==> config.mk <==
export PLATFORM = sky130hd
export DESIGN_NAME = brake_seq
export DESIGN_NICKNAME = d
export VERILOG_FILES = /design/src/pkg/brake_seq_pkg.sv /design/src/rtl/brake_seq.sv
export SDC_FILE = /design/constraint.sdc
export NUM_CORES = 1
export LEC_CHECK = 0
export BUFFER_PORTS_ARGS = -buffer_cell sky130_fd_sc_hd__buf_4
export CAP_MARGIN = 20
export CORE_ASPECT_RATIO = 0.8
export CORE_MARGIN = 2
export CORE_UTILIZATION = 41
export DETAILED_ROUTE_END_ITERATION = 10
export GPL_TIMING_DRIVEN = 0
export PLACE_DENSITY = 0.69
export SLEW_MARGIN = 10
export SYNTH_ARGS = -nofsm -noshare
export SYNTH_HDL_FRONTEND = slang
export SYNTH_SLANG_ARGS = --single-unit
export TNS_END_PERCENT = 1
==> constraint.sdc <==
create_clock -name pclk -period 2.2 [get_ports pclk]
set_input_delay 0.55 -clock pclk [delete_from_list [all_inputs] [get_ports pclk]]
set_output_delay 0.55 -clock pclk [all_outputs]
set_load 0.005 [all_outputs]
==> src/pkg/brake_seq_pkg.sv <==
/*
 * constants for the holding brake protection sequencer: apb register map,
 * reset values, field positions, timing counts and the sequencer state enum.
 * assumes a 40 MHz pclk and a 32-bit apb bus.
 */
`default_nettype none
package brake_seq_pkg;
    // apb word offsets, chosen for this block
    localparam logic [7:0] ADDR_PHASE_LOSS   = 8'h00;
    localparam logic [7:0] ADDR_CMD_DELAY    = 8'h04;
    localparam logic [7:0] ADDR_ZERO_SPEED   = 8'h08;
    localparam logic [7:0] ADDR_HOLD_TIME    = 8'h0C;
    localparam logic [7:0] ADDR_MAX_WAIT     = 8'h10;
    localparam logic [7:0] ADDR_CONTROL      = 8'h14;
    localparam logic [7:0] ADDR_STATUS       = 8'h18;
    localparam logic [7:0] ADDR_IRQ_STATUS   = 8'h1C;
    localparam logic [7:0] ADDR_IRQ_MASK     = 8'h20;
    localparam logic [7:0] ADDR_SPEED_VIEW   = 8'h24;

    // reset values
    localparam logic [15:0] RST_PHASE_LOSS   = 16'h0003;
    localparam logic [15:0] RST_CMD_DELAY    = 16'h00FA;
    localparam logic [15:0] RST_ZERO_SPEED   = 16'h001E;
    localparam logic [15:0] RST_HOLD_TIME    = 16'h0096;
    localparam logic [15:0] RST_MAX_WAIT     = 16'h01F4;

    // field positions
    localparam int PL_OUTPUT_BIT  = 0;
    localparam int PL_INPUT_BIT   = 1;
    localparam int CTL_BRAKE_FN   = 0;
    localparam int CTL_FAULT_CLR  = 1;
    localparam int EV_OVERHEAT    = 0;
    localparam int EV_PHASE_LOSS  = 1;
    localparam int EV_LOCKED      = 2;
    localparam int EV_POWER_OFF   = 3;
    localparam int EV_W           = 4;

    // static versus dynamic choice, and fixed dynamic hold time
    localparam logic [15:0] STATIC_SPEED_RPM = 16'h0014;
    localparam logic [15:0] DYN_HOLD_MS      = 16'h0032;

    // millisecond tick from 40 MHz
    localparam int CLK_HZ       = 40_000_000;
    localparam int TICK_PER_S   = 1_000;
    localparam int MS_CYCLES    = CLK_HZ / TICK_PER_S;
    localparam logic [15:0] MS_LAST = 16'(MS_CYCLES - 1);

    typedef enum logic [5:0] {
        ST_IDLE     = 6'b00_0001,
        ST_RUN      = 6'b00_0010,
        ST_DYN_WAIT = 6'b00_0100,
        ST_HOLD     = 6'b00_1000,
        ST_FAULT    = 6'b01_0000,
        ST_SPARE    = 6'b10_0000
    } seq_state_t;
endpackage : brake_seq_pkg
`default_nettype wire

==> src/rtl/brake_seq.sv <==
/*
 * holding brake protection sequencer: apb slave with settings, sticky
 * event flags with mask, overheat and phase loss faults, brake release
 * output (active low pin) and motor power sequencing on servo enable.
 * assumes all inputs synchronous to pclk; speed is an unsigned rpm magnitude.
 */
// Design decisions made here: the placing of the registers and the APB register port.
`default_nettype none
module brake_seq (
    input  wire logic        pclk,
    input  wire logic        presetn,
    input  wire logic        psel,
    input  wire logic        penable,
    input  wire logic        pwrite,
    input  wire logic [7:0]  paddr,
    input  wire logic [31:0] pwdata,
    output logic      [31:0] prdata,
    output logic             pready,
    output logic             pslverr,
    input  wire logic        servo_enable_input_function,
    input  wire logic        motor_overheat_input_function,
    input  wire logic        input_phase_missing,
    input  wire logic        output_phase_missing,
    input  wire logic [15:0] filtered_motor_speed,
    output logic             holding_brake_output_n,
    output logic             motor_power_on,
    output logic             command_accept,
    output logic             motor_overheat_fault_code,
    output logic             phase_loss_fault,
    output logic             irq
);
    typedef struct packed {
        logic [15:0]                     phase_loss_enable_setting;
        logic [15:0]                     command_accept_delay_ms;
        logic [15:0]                     brake_zero_speed_threshold;
        logic [15:0]                     power_hold_after_lock_ms;
        logic [15:0]                     brake_lock_max_wait_ms;
        logic                            brake_fn;
        logic [brake_seq_pkg::EV_W-1:0]  irq_status;
        logic [brake_seq_pkg::EV_W-1:0]  irq_mask;
        brake_seq_pkg::seq_state_t       state;
        logic [15:0]                     div_cnt;
        logic [15:0]                     ms_cnt;
        logic                            en_d;
        logic                            overheat;
        logic                            phase_fault;
        logic                            brake_n;
        logic                            power;
        logic                            cmd_ok;
        logic [31:0]                     prdata;
        logic                            pready;
        logic                            pslverr;
        logic                            irq;
    } state_t;

    state_t cur;
    state_t next_s;

    // address is one of the mapped words
    function automatic logic mapped(input logic [7:0] a);
        mapped = (a <= brake_seq_pkg::ADDR_SPEED_VIEW) && (a[1:0] == 2'b00);
    endfunction

    logic        tick;
    logic        wr;
    logic        rd;
    logic        rise;
    logic        fall;
    logic        pl_hit;
    localparam int EV_N = brake_seq_pkg::EV_W;
    logic [EV_N-1:0] ev;

    always_comb begin
        tick = (cur.div_cnt == brake_seq_pkg::MS_LAST);
        // access phase, one-cycle answer: pready high in the access cycle
        wr   = psel && penable && pwrite && cur.pready;
        rd   = psel && !penable && !pwrite;
        rise = servo_enable_input_function && !cur.en_d;
        fall = !servo_enable_input_function && cur.en_d;
        pl_hit = (cur.phase_loss_enable_setting[brake_seq_pkg::PL_OUTPUT_BIT]
                  && output_phase_missing)
              || (cur.phase_loss_enable_setting[brake_seq_pkg::PL_INPUT_BIT]
                  && input_phase_missing);
    end

    // next state
    always_comb begin
        next_s = cur;
        ev = '0;
        next_s.en_d = servo_enable_input_function;
        next_s.div_cnt = tick ? 16'h0000 : cur.div_cnt + 16'h0001;
        if (tick && cur.ms_cnt != 16'hFFFF)
            next_s.ms_cnt = cur.ms_cnt + 16'h0001;

        // apb: answer in the cycle after setup, pready one cycle
        next_s.pready  = psel && !penable;
        next_s.pslverr = psel && !penable && !mapped(paddr);
        if (rd) begin
            case (paddr)
                brake_seq_pkg::ADDR_PHASE_LOSS: next_s.prdata = {16'h0000, cur.phase_loss_enable_setting};
                brake_seq_pkg::ADDR_CMD_DELAY:  next_s.prdata = {16'h0000, cur.command_accept_delay_ms};
                brake_seq_pkg::ADDR_ZERO_SPEED: next_s.prdata = {16'h0000, cur.brake_zero_speed_threshold};
                brake_seq_pkg::ADDR_HOLD_TIME:  next_s.prdata = {16'h0000, cur.power_hold_after_lock_ms};
                brake_seq_pkg::ADDR_MAX_WAIT:   next_s.prdata = {16'h0000, cur.brake_lock_max_wait_ms};
                brake_seq_pkg::ADDR_CONTROL:    next_s.prdata = {31'h0, cur.brake_fn};
                brake_seq_pkg::ADDR_STATUS:     next_s.prdata = {26'h0, cur.state};
                brake_seq_pkg::ADDR_IRQ_STATUS: next_s.prdata = {28'h0, cur.irq_status};
                brake_seq_pkg::ADDR_IRQ_MASK:   next_s.prdata = {28'h0, cur.irq_mask};
                brake_seq_pkg::ADDR_SPEED_VIEW: next_s.prdata = {16'h0000, filtered_motor_speed};
                default:                        next_s.prdata = 32'h0000_0000;
            endcase
        end else if (psel && !penable) begin
            next_s.prdata = 32'h0000_0000;
        end

        // register writes take effect at once
        if (wr) begin
            case (paddr)
                brake_seq_pkg::ADDR_PHASE_LOSS: next_s.phase_loss_enable_setting = pwdata[15:0];
                brake_seq_pkg::ADDR_CMD_DELAY:  next_s.command_accept_delay_ms = pwdata[15:0];
                brake_seq_pkg::ADDR_ZERO_SPEED: next_s.brake_zero_speed_threshold = pwdata[15:0];
                brake_seq_pkg::ADDR_HOLD_TIME:  next_s.power_hold_after_lock_ms = pwdata[15:0];
                brake_seq_pkg::ADDR_MAX_WAIT:   next_s.brake_lock_max_wait_ms = pwdata[15:0];
                brake_seq_pkg::ADDR_CONTROL: begin
                    next_s.brake_fn = pwdata[brake_seq_pkg::CTL_BRAKE_FN];
                    // clearing faults only sticks once the cause is gone
                    if (pwdata[brake_seq_pkg::CTL_FAULT_CLR]) begin
                        next_s.overheat = 1'b0;
                        next_s.phase_fault = 1'b0;
                    end
                end
                brake_seq_pkg::ADDR_IRQ_STATUS:
                    next_s.irq_status = cur.irq_status & ~pwdata[EV_N-1:0];
                brake_seq_pkg::ADDR_IRQ_MASK:   next_s.irq_mask = pwdata[EV_N-1:0];
                default: ;
            endcase
        end

        // faults: level causes re-raise every cycle
        if (motor_overheat_input_function) begin
            next_s.overheat = 1'b1;
            ev[brake_seq_pkg::EV_OVERHEAT] = !cur.overheat;
        end
        if (pl_hit) begin
            next_s.phase_fault = 1'b1;
            ev[brake_seq_pkg::EV_PHASE_LOSS] = !cur.phase_fault;
        end

        // sequencer
        case (cur.state)
            brake_seq_pkg::ST_IDLE: begin
                next_s.brake_n = 1'b1;
                next_s.power = 1'b0;
                next_s.cmd_ok = 1'b0;
                if (servo_enable_input_function && !next_s.overheat && !next_s.phase_fault) begin
                    next_s.state = brake_seq_pkg::ST_RUN;
                    next_s.power = 1'b1;
                    next_s.brake_n = !cur.brake_fn;
                    next_s.ms_cnt = 16'h0000;
                    next_s.div_cnt = 16'h0000;
                end
            end
            brake_seq_pkg::ST_RUN: begin
                next_s.brake_n = !cur.brake_fn;
                if (cur.ms_cnt >= cur.command_accept_delay_ms)
                    next_s.cmd_ok = 1'b1;
                if (!servo_enable_input_function) begin
                    next_s.cmd_ok = 1'b0;
                    next_s.ms_cnt = 16'h0000;
                    next_s.div_cnt = 16'h0000;
                    if (filtered_motor_speed < brake_seq_pkg::STATIC_SPEED_RPM) begin
                        next_s.brake_n = 1'b1;
                        next_s.state = brake_seq_pkg::ST_HOLD;
                        ev[brake_seq_pkg::EV_LOCKED] = 1'b1;
                    end else begin
                        next_s.state = brake_seq_pkg::ST_DYN_WAIT;
                    end
                end
            end
            brake_seq_pkg::ST_DYN_WAIT: begin
                if (filtered_motor_speed < cur.brake_zero_speed_threshold
                    || cur.ms_cnt > cur.brake_lock_max_wait_ms) begin
                    next_s.brake_n = 1'b1;
                    next_s.state = brake_seq_pkg::ST_HOLD;
                    next_s.ms_cnt = 16'h0000;
                    next_s.div_cnt = 16'h0000;
                    next_s.cmd_ok = 1'b1;   // marks dynamic hold, cleared below
                    ev[brake_seq_pkg::EV_LOCKED] = 1'b1;
                end
            end
            brake_seq_pkg::ST_HOLD: begin
                next_s.cmd_ok = cur.cmd_ok;
                // dynamic path uses its fixed 50 ms; static uses the setting, or none while brake_fn is clear
                if ((cur.cmd_ok && cur.ms_cnt >= brake_seq_pkg::DYN_HOLD_MS)
                    || (!cur.cmd_ok && (!cur.brake_fn
                        || cur.ms_cnt >= cur.power_hold_after_lock_ms))) begin
                    next_s.power = 1'b0;
                    next_s.cmd_ok = 1'b0;
                    next_s.state = brake_seq_pkg::ST_IDLE;
                    ev[brake_seq_pkg::EV_POWER_OFF] = 1'b1;
                end
            end
            brake_seq_pkg::ST_FAULT: begin
                next_s.brake_n = 1'b1;
                next_s.power = 1'b0;
                next_s.cmd_ok = 1'b0;
                if (!next_s.overheat && !next_s.phase_fault && !servo_enable_input_function)
                    next_s.state = brake_seq_pkg::ST_IDLE;
            end
            default: next_s.state = brake_seq_pkg::ST_IDLE;
        endcase

        // a fault drops power and locks the brake at once
        if (next_s.overheat || next_s.phase_fault) begin
            next_s.state = brake_seq_pkg::ST_FAULT;
            next_s.power = 1'b0;
            next_s.brake_n = 1'b1;
            next_s.cmd_ok = 1'b0;
        end

        // set beats clear on the same cycle
        next_s.irq_status = next_s.irq_status | ev;
        next_s.irq = |(next_s.irq_status & next_s.irq_mask);
    end

    // command accept output is only valid while running
    logic cmd_run;
    assign cmd_run = cur.cmd_ok && (cur.state == brake_seq_pkg::ST_RUN);

    always_ff @(posedge pclk or negedge presetn) begin
        if (!presetn) begin
            cur <= '0;
            cur.phase_loss_enable_setting  <= brake_seq_pkg::RST_PHASE_LOSS;
            cur.command_accept_delay_ms    <= brake_seq_pkg::RST_CMD_DELAY;
            cur.brake_zero_speed_threshold <= brake_seq_pkg::RST_ZERO_SPEED;
            cur.power_hold_after_lock_ms   <= brake_seq_pkg::RST_HOLD_TIME;
            cur.brake_lock_max_wait_ms     <= brake_seq_pkg::RST_MAX_WAIT;
            cur.brake_fn                   <= 1'b1;
            cur.state                      <= brake_seq_pkg::ST_IDLE;
            cur.brake_n                    <= 1'b1;   // brake held at power-up
        end else begin
            cur <= next_s;
        end
    end

    // command accept register kept separate so it drops with state change
    logic cmd_q;
    always_ff @(posedge pclk or negedge presetn) begin
        if (!presetn)
            cmd_q <= 1'b0;
        else
            cmd_q <= cmd_run && next_s.state == brake_seq_pkg::ST_RUN;
    end

    assign prdata                    = cur.prdata;
    assign pready                    = cur.pready;
    assign pslverr                   = cur.pslverr;
    assign holding_brake_output_n    = cur.brake_n;      // low = released
    assign motor_power_on            = cur.power;
    assign command_accept            = cmd_q;
    assign motor_overheat_fault_code = cur.overheat;
    assign phase_loss_fault          = cur.phase_fault;
    assign irq                       = cur.irq;

    // assertions
    property p_overheat;
        @(posedge pclk) disable iff (!presetn)
        motor_overheat_input_function |=> motor_overheat_fault_code && !motor_power_on;
    endproperty
    a_overheat: assert property (p_overheat) else $error("overheat not raised");

    property p_out_phase;
        @(posedge pclk) disable iff (!presetn)
        (output_phase_missing && phase_loss_enable_setting_bit(0)) |=> phase_loss_fault;
    endproperty
    a_out_phase: assert property (p_out_phase) else $error("output phase loss missed");

    property p_no_phase;
        @(posedge pclk) disable iff (!presetn)
        (cur.phase_loss_enable_setting == 16'h0000 && !cur.phase_fault
         && !(psel && penable && pwrite)) |=> !phase_loss_fault;
    endproperty
    a_no_phase: assert property (p_no_phase) else $error("phase fault while disabled");

    property p_lock_when_off;
        @(posedge pclk) disable iff (!presetn)
        !motor_power_on |-> holding_brake_output_n;
    endproperty
    a_lock_when_off: assert property (p_lock_when_off) else $error("brake open unpowered");

    property p_enable;
        @(posedge pclk) disable iff (!presetn)
        (cur.state == brake_seq_pkg::ST_IDLE && servo_enable_input_function
         && cur.brake_fn && !next_s.overheat && !next_s.phase_fault)
        |=> motor_power_on && !holding_brake_output_n;
    endproperty
    a_enable: assert property (p_enable) else $error("enable not applied together");

    property p_static;
        @(posedge pclk) disable iff (!presetn)
        (cur.state == brake_seq_pkg::ST_RUN && !servo_enable_input_function
         && filtered_motor_speed < brake_seq_pkg::STATIC_SPEED_RPM && !next_s.overheat
         && !next_s.phase_fault) |=> holding_brake_output_n && motor_power_on;
    endproperty
    a_static: assert property (p_static) else $error("static lock late");

    property p_cmd;
        @(posedge pclk) disable iff (!presetn)
        command_accept |-> $past(cur.ms_cnt, 1) >= cur.command_accept_delay_ms;
    endproperty
    a_cmd: assert property (p_cmd) else $error("command accepted early");

    property p_dyn;
        @(posedge pclk) disable iff (!presetn)
        (cur.state == brake_seq_pkg::ST_DYN_WAIT && !next_s.overheat && !next_s.phase_fault
         && filtered_motor_speed < cur.brake_zero_speed_threshold)
        |=> holding_brake_output_n && cur.state == brake_seq_pkg::ST_HOLD;
    endproperty
    a_dyn: assert property (p_dyn) else $error("dynamic lock missed");

    property p_in_phase;
        @(posedge pclk) disable iff (!presetn)
        (input_phase_missing && phase_loss_enable_setting_bit(brake_seq_pkg::PL_INPUT_BIT))
        |=> phase_loss_fault;
    endproperty
    a_in_phase: assert property (p_in_phase) else $error("input phase loss missed");

    property p_max_wait;
        @(posedge pclk) disable iff (!presetn)
        (cur.state == brake_seq_pkg::ST_DYN_WAIT && !next_s.overheat && !next_s.phase_fault
         && cur.ms_cnt > cur.brake_lock_max_wait_ms)
        |=> holding_brake_output_n && cur.state == brake_seq_pkg::ST_HOLD;
    endproperty
    a_max_wait: assert property (p_max_wait) else $error("max wait lock missed");

    property p_dyn_hold;
        @(posedge pclk) disable iff (!presetn)
        (cur.state == brake_seq_pkg::ST_HOLD && cur.cmd_ok && !next_s.overheat
         && !next_s.phase_fault && cur.ms_cnt < brake_seq_pkg::DYN_HOLD_MS) |=> motor_power_on;
    endproperty
    a_dyn_hold: assert property (p_dyn_hold) else $error("dynamic hold cut short");

    property p_write;
        @(posedge pclk) disable iff (!presetn)
        (psel && penable && pwrite && pready && paddr == brake_seq_pkg::ADDR_PHASE_LOSS)
        |=> {16'h0000, cur.phase_loss_enable_setting} == ($past(pwdata) & 32'h0000_FFFF);
    endproperty
    a_write: assert property (p_write) else $error("setting write lost");

    function automatic logic phase_loss_enable_setting_bit(input int b);
        phase_loss_enable_setting_bit = cur.phase_loss_enable_setting[b];
    endfunction

    c_static: cover property (@(posedge pclk) disable iff (!presetn)
        cur.state == brake_seq_pkg::ST_RUN ##1 cur.state == brake_seq_pkg::ST_HOLD);
    c_dyn: cover property (@(posedge pclk) disable iff (!presetn)
        cur.state == brake_seq_pkg::ST_DYN_WAIT ##1 cur.state == brake_seq_pkg::ST_HOLD);
    c_fault: cover property (@(posedge pclk) disable iff (!presetn)
        cur.state == brake_seq_pkg::ST_FAULT);
    c_timeout: cover property (@(posedge pclk) disable iff (!presetn)
        cur.state == brake_seq_pkg::ST_DYN_WAIT && cur.ms_cnt > cur.brake_lock_max_wait_ms);
endmodule // brake_seq
`default_nettype wire

==> run_results.csv, run 1 <==
group,metric,value,unit
cts,cts_num_sinks,152,
global_routing,grtUsageMet3,0.0400,
logic_synthesis,synth_seq_cells,152,
routing,vias_per_cell,5.53,
global_routing,met2_usage,0.327,
global_routing,grt_max_degree,81,
cells_and_area,register_area,3850,um2
global_routing,met1_usage,0.312,
logic_synthesis,synth_warnings,0,
sta,hold_viol,0,
placed_design,gp_congestion,0.909,
cells_and_area,n_fill_cell,1881,
global_routing,overflow,0,
setup_path,cp_max_fo,4,
logic_synthesis,synth_xor_area_frac,0.0276,
floorplan,die_w,169,um
cells_and_area,drive_above_1_share,0.357,
routing,drt_first_pass_iters,6,
setup_path,criticalPathCategory,"reg -> reg",
cells_and_area,nets,1108,
cts,cts_root_buf,"clkbuf_16",
floorplan,dieArea,22900,um2
floorplan,placement_rows,48,
job,cap_violations,0,
setup_path,crit_chain,"inv_2, ha_4, nand4_1, nor4_2, and4_1, a41oi_4, or3_4, nor3b_2, o21a_1",
cts,h-tree-depth,4,
logic_synthesis,syn_area,8890,um2
power_and_ir_drop,power,6.44,mW
setup_path,endpoint_kind,"flip-flop",
setup_path,critPathRequiredTime,2.52,ns
logic_synthesis,synth_simple_gate_area_share,0.144,
sta,fmax,413,MHz
routing,routed_wl,24100,um
sta,setup_viol,39,
routing,remaining_drc_errors,0,
hold_path,hp-class,"in -> async",
sta,tightest_slew,0.570,ns
cells_and_area,syn2layout_area_growth,23.3,%
logic_synthesis,synth_compound_area_frac,0.125,
logic_synthesis,synthArstFlopShare,1.00,
run_status,outcome,"finished, violations left",
sta,setup_ws,-0.222,ns
routing,num_vias,7000,
global_routing,grt.busiest_layer,"met2",
logic_synthesis,synth_area_per_cell,10.4,um2
cts,cts_buffer_depth,2,
placed_design,dpl.hpwl,17300,um
routing,first_iter_violations,623,
cts,clk_pin_slew,0.06,ns
floorplan,start_util,0.415,
placed_design,post_dp_cell_area,9910,um2
cts,cts_tree,"yes",
cells_and_area,multi_input_area,4820,um2
cts,cts_buffers,17,
run_status,violations,"setup timing",
setup_path,cp_slowest_cell,"dfrtp_1",
routing,wl_per_cell,19.0,um
setup_path,r2r_cells,9,
sta,finalClockSkew,0.00918,ns
logic_synthesis,synthFlopType,"dfrtp_1",
setup_path,worst_ep_arrival_time,2.74,ns
setup_path,slowest_delay,0.41,ns
power_and_ir_drop,p_leak,5.13,nW
global_routing,grt_antenna_before_repair,0,
power_and_ir_drop,p_per_area,587,nW/um2
floorplan,coreArea,21400,um2
placed_design,portBuffers,71,
logic_synthesis,synthAdderAreaFrac,0.0929,
floorplan,io_pins,105,
global_routing,grt_usage,0.215,
power_and_ir_drop,vdd_drop_max,0.521,mV
sta,relSlewSlack,0.617,
sta,fin_crit_sh,1.10,
setup_path,path_delay_family,"simple AND/OR/NAND/NOR gates",
setup_path,critPathBufInv,1,
global_routing,grt_pass1_vias,6837,
setup_path,crit_cells,9,
sta,rsz0062_at_grt,"true",
routing,ant_nets,0,
setup_path,start_kind,"flip-flop",
logic_synthesis,muxShareOfSynthArea,0.108,
logic_synthesis,synth_edf_count,0,
cells_and_area,num_antenna_cells,0,
logic_synthesis,synth.distinct_cells,71,
sta,period_minus_slack,2.42,ns
logic_synthesis,ys_seq_area_frac,0.431,
sta,final_max_slew_viol_count,0,
cts,clock_insertion_delay_worst_skew,0.43,ns
logic_synthesis,syn_inst,853,
cells_and_area,final_area,11000,um2
logic_synthesis,synth_top_family_by_area,"simple AND/OR/NAND/NOR gates",
global_routing,grt_pass1_wl,37600,um
floorplan,die_y,136,um
## report_power, final
group,switching (mW),leakage [nW],internal (mW)
Sequential,0.0742,1.97,2.88
Combinational,0.281,2.86,0.244
Clock,1.19,0.289,1.77
Total,1.54,5.13,4.89
## Yosys cell counts, types with 9 or more instances
cell type	number	share of area
and3_1	11	0.0077
xnor2_1	10	0.0098
nand2_1	64	0.027
nand3_1	21	0.012
xor2_1	18	0.018
o21ai_0	34	0.019
dfstp_2	25	0.074
and4_1	9	0.0089
ha_1	66	0.093
a21oi_1	19	0.011
buf_2	13	0.0073
inv_1	71	0.030
nor2_1	51	0.022
nand4_1	18	0.013
mux2_2	80	0.10
a22oi_1	31	0.026
a221oi_1	15	0.015
dfrtp_1	127	0.36
buf_4	34	0.029
## worst reg2reg max path: stages, from the launching register on
cell and delay (ns):
dfrtp_1 0.41, inv_2 0.07, ha_4 0.27, nand4_1 0.18
nor4_2 0.34, and4_1 0.28, a41oi_4 0.06, or3_4 0.39
nor3b_2 0.16, o21a_1 0.16
## layout by cell type, fill, tap and decap left out, drive strengths merged, types with 9 or more instances in the layout
master  Yosys  final
dfstp      25     25
and4        9      9
inv        72     72
a221oi     15     15
a21oi      19     19
nand3      21     21
a22oi      31     31
nand2      66     66
dfrtp     127    127
mux2       85     85
conb        1     17
nand4      18     18
and3       12     12
xnor2      10     10
clkinv      0      9
nor2       58     58
xor2       18     18
clkbuf      8     28
o21ai      37     37
buf        48    135
ha         66     66
## layout make-up
| class | instances | area share |
|---|---|---|
| plain buffers | 55 | 0.0352 |
| clock buffers | 18 | 0.0392 |
| clock inverters | 14 | 0.0144 |
| inverters | 72 | 0.0247 |
| multi-input cells | 589 | 0.440 |
| flip-flops and latches | 152 | 0.351 |
| well taps | 275 | 0.0314 |
| repair buffers | 90 | 0.0645 |
## cells by family after synthesis
logic type	Yosys count
DFF	152
AOI/OAI and AO/OA	159
xor gates and xnor gates	28
other	1
and+or+nand+nor	234
buffers and inverters	128
muxes	85
adders and majority gates	66
## per-layer routing
metal  routed length, um  share of wire  up-vias
met1               11400           0.47     3426
met4                 424          0.018        0
met2               10700           0.45      255
met3                1550          0.064       35
met5                   0              0        -
li1                    -              -     3284
## stage by stage
stage	setup TNS [ns]	hold slack (ns)	setup slack, ns	util	cells
finish	-5.11	0.0720	-0.222	0.511	1265
global route	-9.77	0.126	-0.317	0.511	1265
floorplan	-0.748	0.254	-0.0514	-	869
CTS	-3.71	0.0970	-0.163	0.505	1262
detailed placement	-65.42	0.468	-0.702	0.462	1216
global placement	-85.23	0.463	-0.710	0.460	1215
## flip-flops by register name, indices dropped and copies added (netlist names)
| register | cells |
|---|---|
| cur | 128 |
| prdata | 16 |
| command_accept | 1 |
| holding_brake_output_n | 1 |
| irq | 1 |
| motor_overheat_fault_code | 1 |
| motor_power_on | 1 |
| phase_loss_fault | 1 |
| pready | 1 |
| pslverr | 1 |
## what timing repair did
item                                    CTS  global route
endpoints found under the setup margin   97            86
hold buffers                              0             0
setup buffers                            15             3
gates resized for setup                  61            25
pin swaps                                23             7
## final timing paths
path	from	end	slack [ns]
min reg2reg	prdata[4]	prdata[4]	0.48
min in group pclk	motor_overheat_input_function	motor_overheat_fault_code	0.33
max in group asynchronous	presetn	cur[106]	1.31
min	presetn	cur[163]	0.07
max	cur[98]	cur[35]	-0.22
max reg2reg	cur[98]	cur[35]	-0.22
Power figures use the tool's default switching activity.
==> run 2: changes to the inputs <==
Settings changed: PLACE_DENSITY 0.69 to 0.58.
==> run 2 against run 1 <==
Net effect:
- the run still ends with setup timing left
- sequential share of layout area is 0.095 points lower
- setup slack better by 0.0024 ns
- final area is 0.24% higher
- worst hold slack worse by 0.0074 ns
- global-route usage is 0.70 points higher
- power is 2.7% lower
- clock power is 6% lower
- via count is 1.1% lower
- critical path depth is 1 lower
- critical path type unchanged
- clock skew is 0.0029 ns higher
==> run_results.csv, run 2 (synthesis gave the netlist of run 1 again) <==
group,metric,value,unit
run_status,outcome,"finished, violations left",
run_status,violations,"setup timing",
floorplan,coreArea,21400,um2
setup_path,r2r_slack,-0.22,ns
power_and_ir_drop,p_sw,1.53,mW
global_routing,grt_usage,0.222,
setup_path,r2r_cells,8,
placed_design,gp_congestion,0.876,
routing,routed_wl,24400,um
sta,hold-worst-slack,0.0646,ns
routing,ant_nets,0,
floorplan,dieArea,22900,um2
routing,first_iter_violations,548,
floorplan,start_util,0.415,
global_routing,grt_pass1_vias,6698,
cells_and_area,layout_common_cells,"132 x buf_4, 118 x dfrtp_1, 80 x mux2_2",
global_routing,grt_max_degree,81,
sta,final_max_slew_viol_count,0,
placed_design,dpl.hpwl,17800,um
sta,period_minus_slack,2.42,ns
power_and_ir_drop,p_leak,5.16,nW
sta,hold_viol,0,
cells_and_area,syn2layout_area_growth,23.6,%
cts,clk_pin_slew,0.06,ns
sta,tightest_slew,0.595,ns
routing,drt_first_pass_iters,5,
setup_path,r2r_end,"cur[35]",
global_routing,grt_antenna_before_repair,0,
setup_path,start_kind,"flip-flop",
setup_path,cp_max_fo,4,
power_and_ir_drop,p_per_area,570,nW/um2
cts,cts_buffers,17,
cts,cts_tree,"yes",
sta,finalClockSkew,0.0121,ns
floorplan,die_w,169,um
power_and_ir_drop,p_seq_frac,0.471,
cells_and_area,num_antenna_cells,0,
setup_path,endpoint_kind,"flip-flop",
cells_and_area,largest_register_ffs,128,
power_and_ir_drop,power_frac_comb,0.085,
sta,setup_viol,38,
cts,cts_root_buf,"clkbuf_16",
routing,wl_per_cell,19.1,um
floorplan,io_pins,105,
cts,cts_num_sinks,152,
placed_design,portBuffers,71,
job,cap_violations,0,
routing,met3_length,1140,um
sta,fin_crit_sh,1.10,
floorplan,placement_rows,48,
hold_path,hp-class,"in -> async",
cells_and_area,drive_above_1_share,0.356,
power_and_ir_drop,p_int,4.74,mW
cells_and_area,nets,1118,
sta,relSlewSlack,0.603,
setup_path,worst_ep_arrival_time,2.74,ns
cells_and_area,multi_input_area,4810,um2
sta,rsz0062_at_grt,"true",
routing,vias_per_cell,5.43,
cells_and_area,final_common_cell,"buf_4",
global_routing,overflow,0,
routing,dr_wl_met2,10700,um
power_and_ir_drop,switching_share,0.244,
setup_path,critPathRequiredTime,2.52,ns
setup_path,r2r_start,"cur[50]",
cts,h-tree-depth,4,
cells_and_area,register_area,3850,um2
cts,cts_buffer_depth,2,
routing,wl_met1,12200,um
cells_and_area,top_register,"cur",
routing,routed.top_layer,"met4",
global_routing,grt_pass1_wl,38600,um
routing,num_vias,6921,
floorplan,die_y,136,um
sta,fmax,413,MHz
setup_path,criticalPathCategory,"reg -> reg",
cts,clock_insertion_delay_worst_skew,0.43,ns
sta,setup_ws,-0.220,ns
power_and_ir_drop,vdd_drop_max,0.500,mV
power_and_ir_drop,power,6.26,mW
power_and_ir_drop,pwr-share-clk,0.444,
cells_and_area,n_fill_cell,1936,
routing,remaining_drc_errors,0,
## run 2: cell count changes in the layout (fill, tap and decap cells not counted), moves of 3 or more
cell and change:
buf_4 +11, clkinv_2 -4, clkbuf_1 +3, ha_1 +4
## run 2: critical path, stage by stage, from the launching register on
cell and delay (ns):
dfrtp_2 0.44, ha_4 0.28, nand4_1 0.20, nor4_4 0.35, and4_4 0.27, a41oi_4 0.05, or3_4 0.40, nor3b_1 0.15
o21a_1 0.16
## run 2: how the worst max path moves through the flow
stage | from | cells past startpoint | to
global placement | paddr[5] | 7 | cur[160]
global route | cur[100] | 9 | cur[67]
detailed placement | filtered_motor_speed[6] | 9 | cur[51]
CTS | cur[50] | 8 | irq
finish | cur[50] | 8 | cur[35]
floorplan | paddr[1] | 7 | irq
## run 2: layer usage
layer / global-route usage / vias up
met5: 0 / -
met4: 0.0608 / 0
met3: 0.0377 / 24
met2: 0.329 / 177
met1: 0.333 / 3420
li1: - / 3300
## run 2: metrics by stage
stage	worst slack, ns	instances	instance area (um2)	setup TNS, ns	util
after global placement	-0.733	1215	9870	-101.52	0.460
after floorplan	-0.0514	869	9000	-0.748	-
after global routing	-0.311	1275	11000	-10.79	0.512
after detailed placement	-0.735	1216	9910	-69.57	0.462
final	-0.220	1275	11000	-6.78	0.512
after CTS	-0.157	1264	10800	-3.65	0.503
## run 2: timing repair
action	4_1_cts	5_1_grt
resized for setup	57	34
gates cloned	0	1
hold buffers	0	0
pin swaps	25	8
buffers inserted	17	10
endpoints found under the setup margin	104	101
## run 2: power by group through the flow
stage | combinational (mW) | clock (mW) | sequential [mW]
after floorplan | 0.266 | 0 | 2.98
after global placement | 0.497 | 0 | 3.00
after detailed placement | 0.509 | 0 | 3.00
after CTS | 0.530 | 2.82 | 2.95
after global routing | 0.600 | 2.99 | 2.96
final | 0.530 | 2.78 | 2.95
## run 2: cell type report
| type | instances | share of cell area |
|---|---|---|
| flip-flops and latches | 152 | 0.350 |
| well taps | 275 | 0.0313 |
| clock buffers | 24 | 0.0429 |
| clock inverters | 8 | 0.00695 |
| inverters | 72 | 0.0246 |
| repair buffers | 99 | 0.0705 |
| plain buffers | 55 | 0.0360 |
| multi-input cells | 590 | 0.438 |
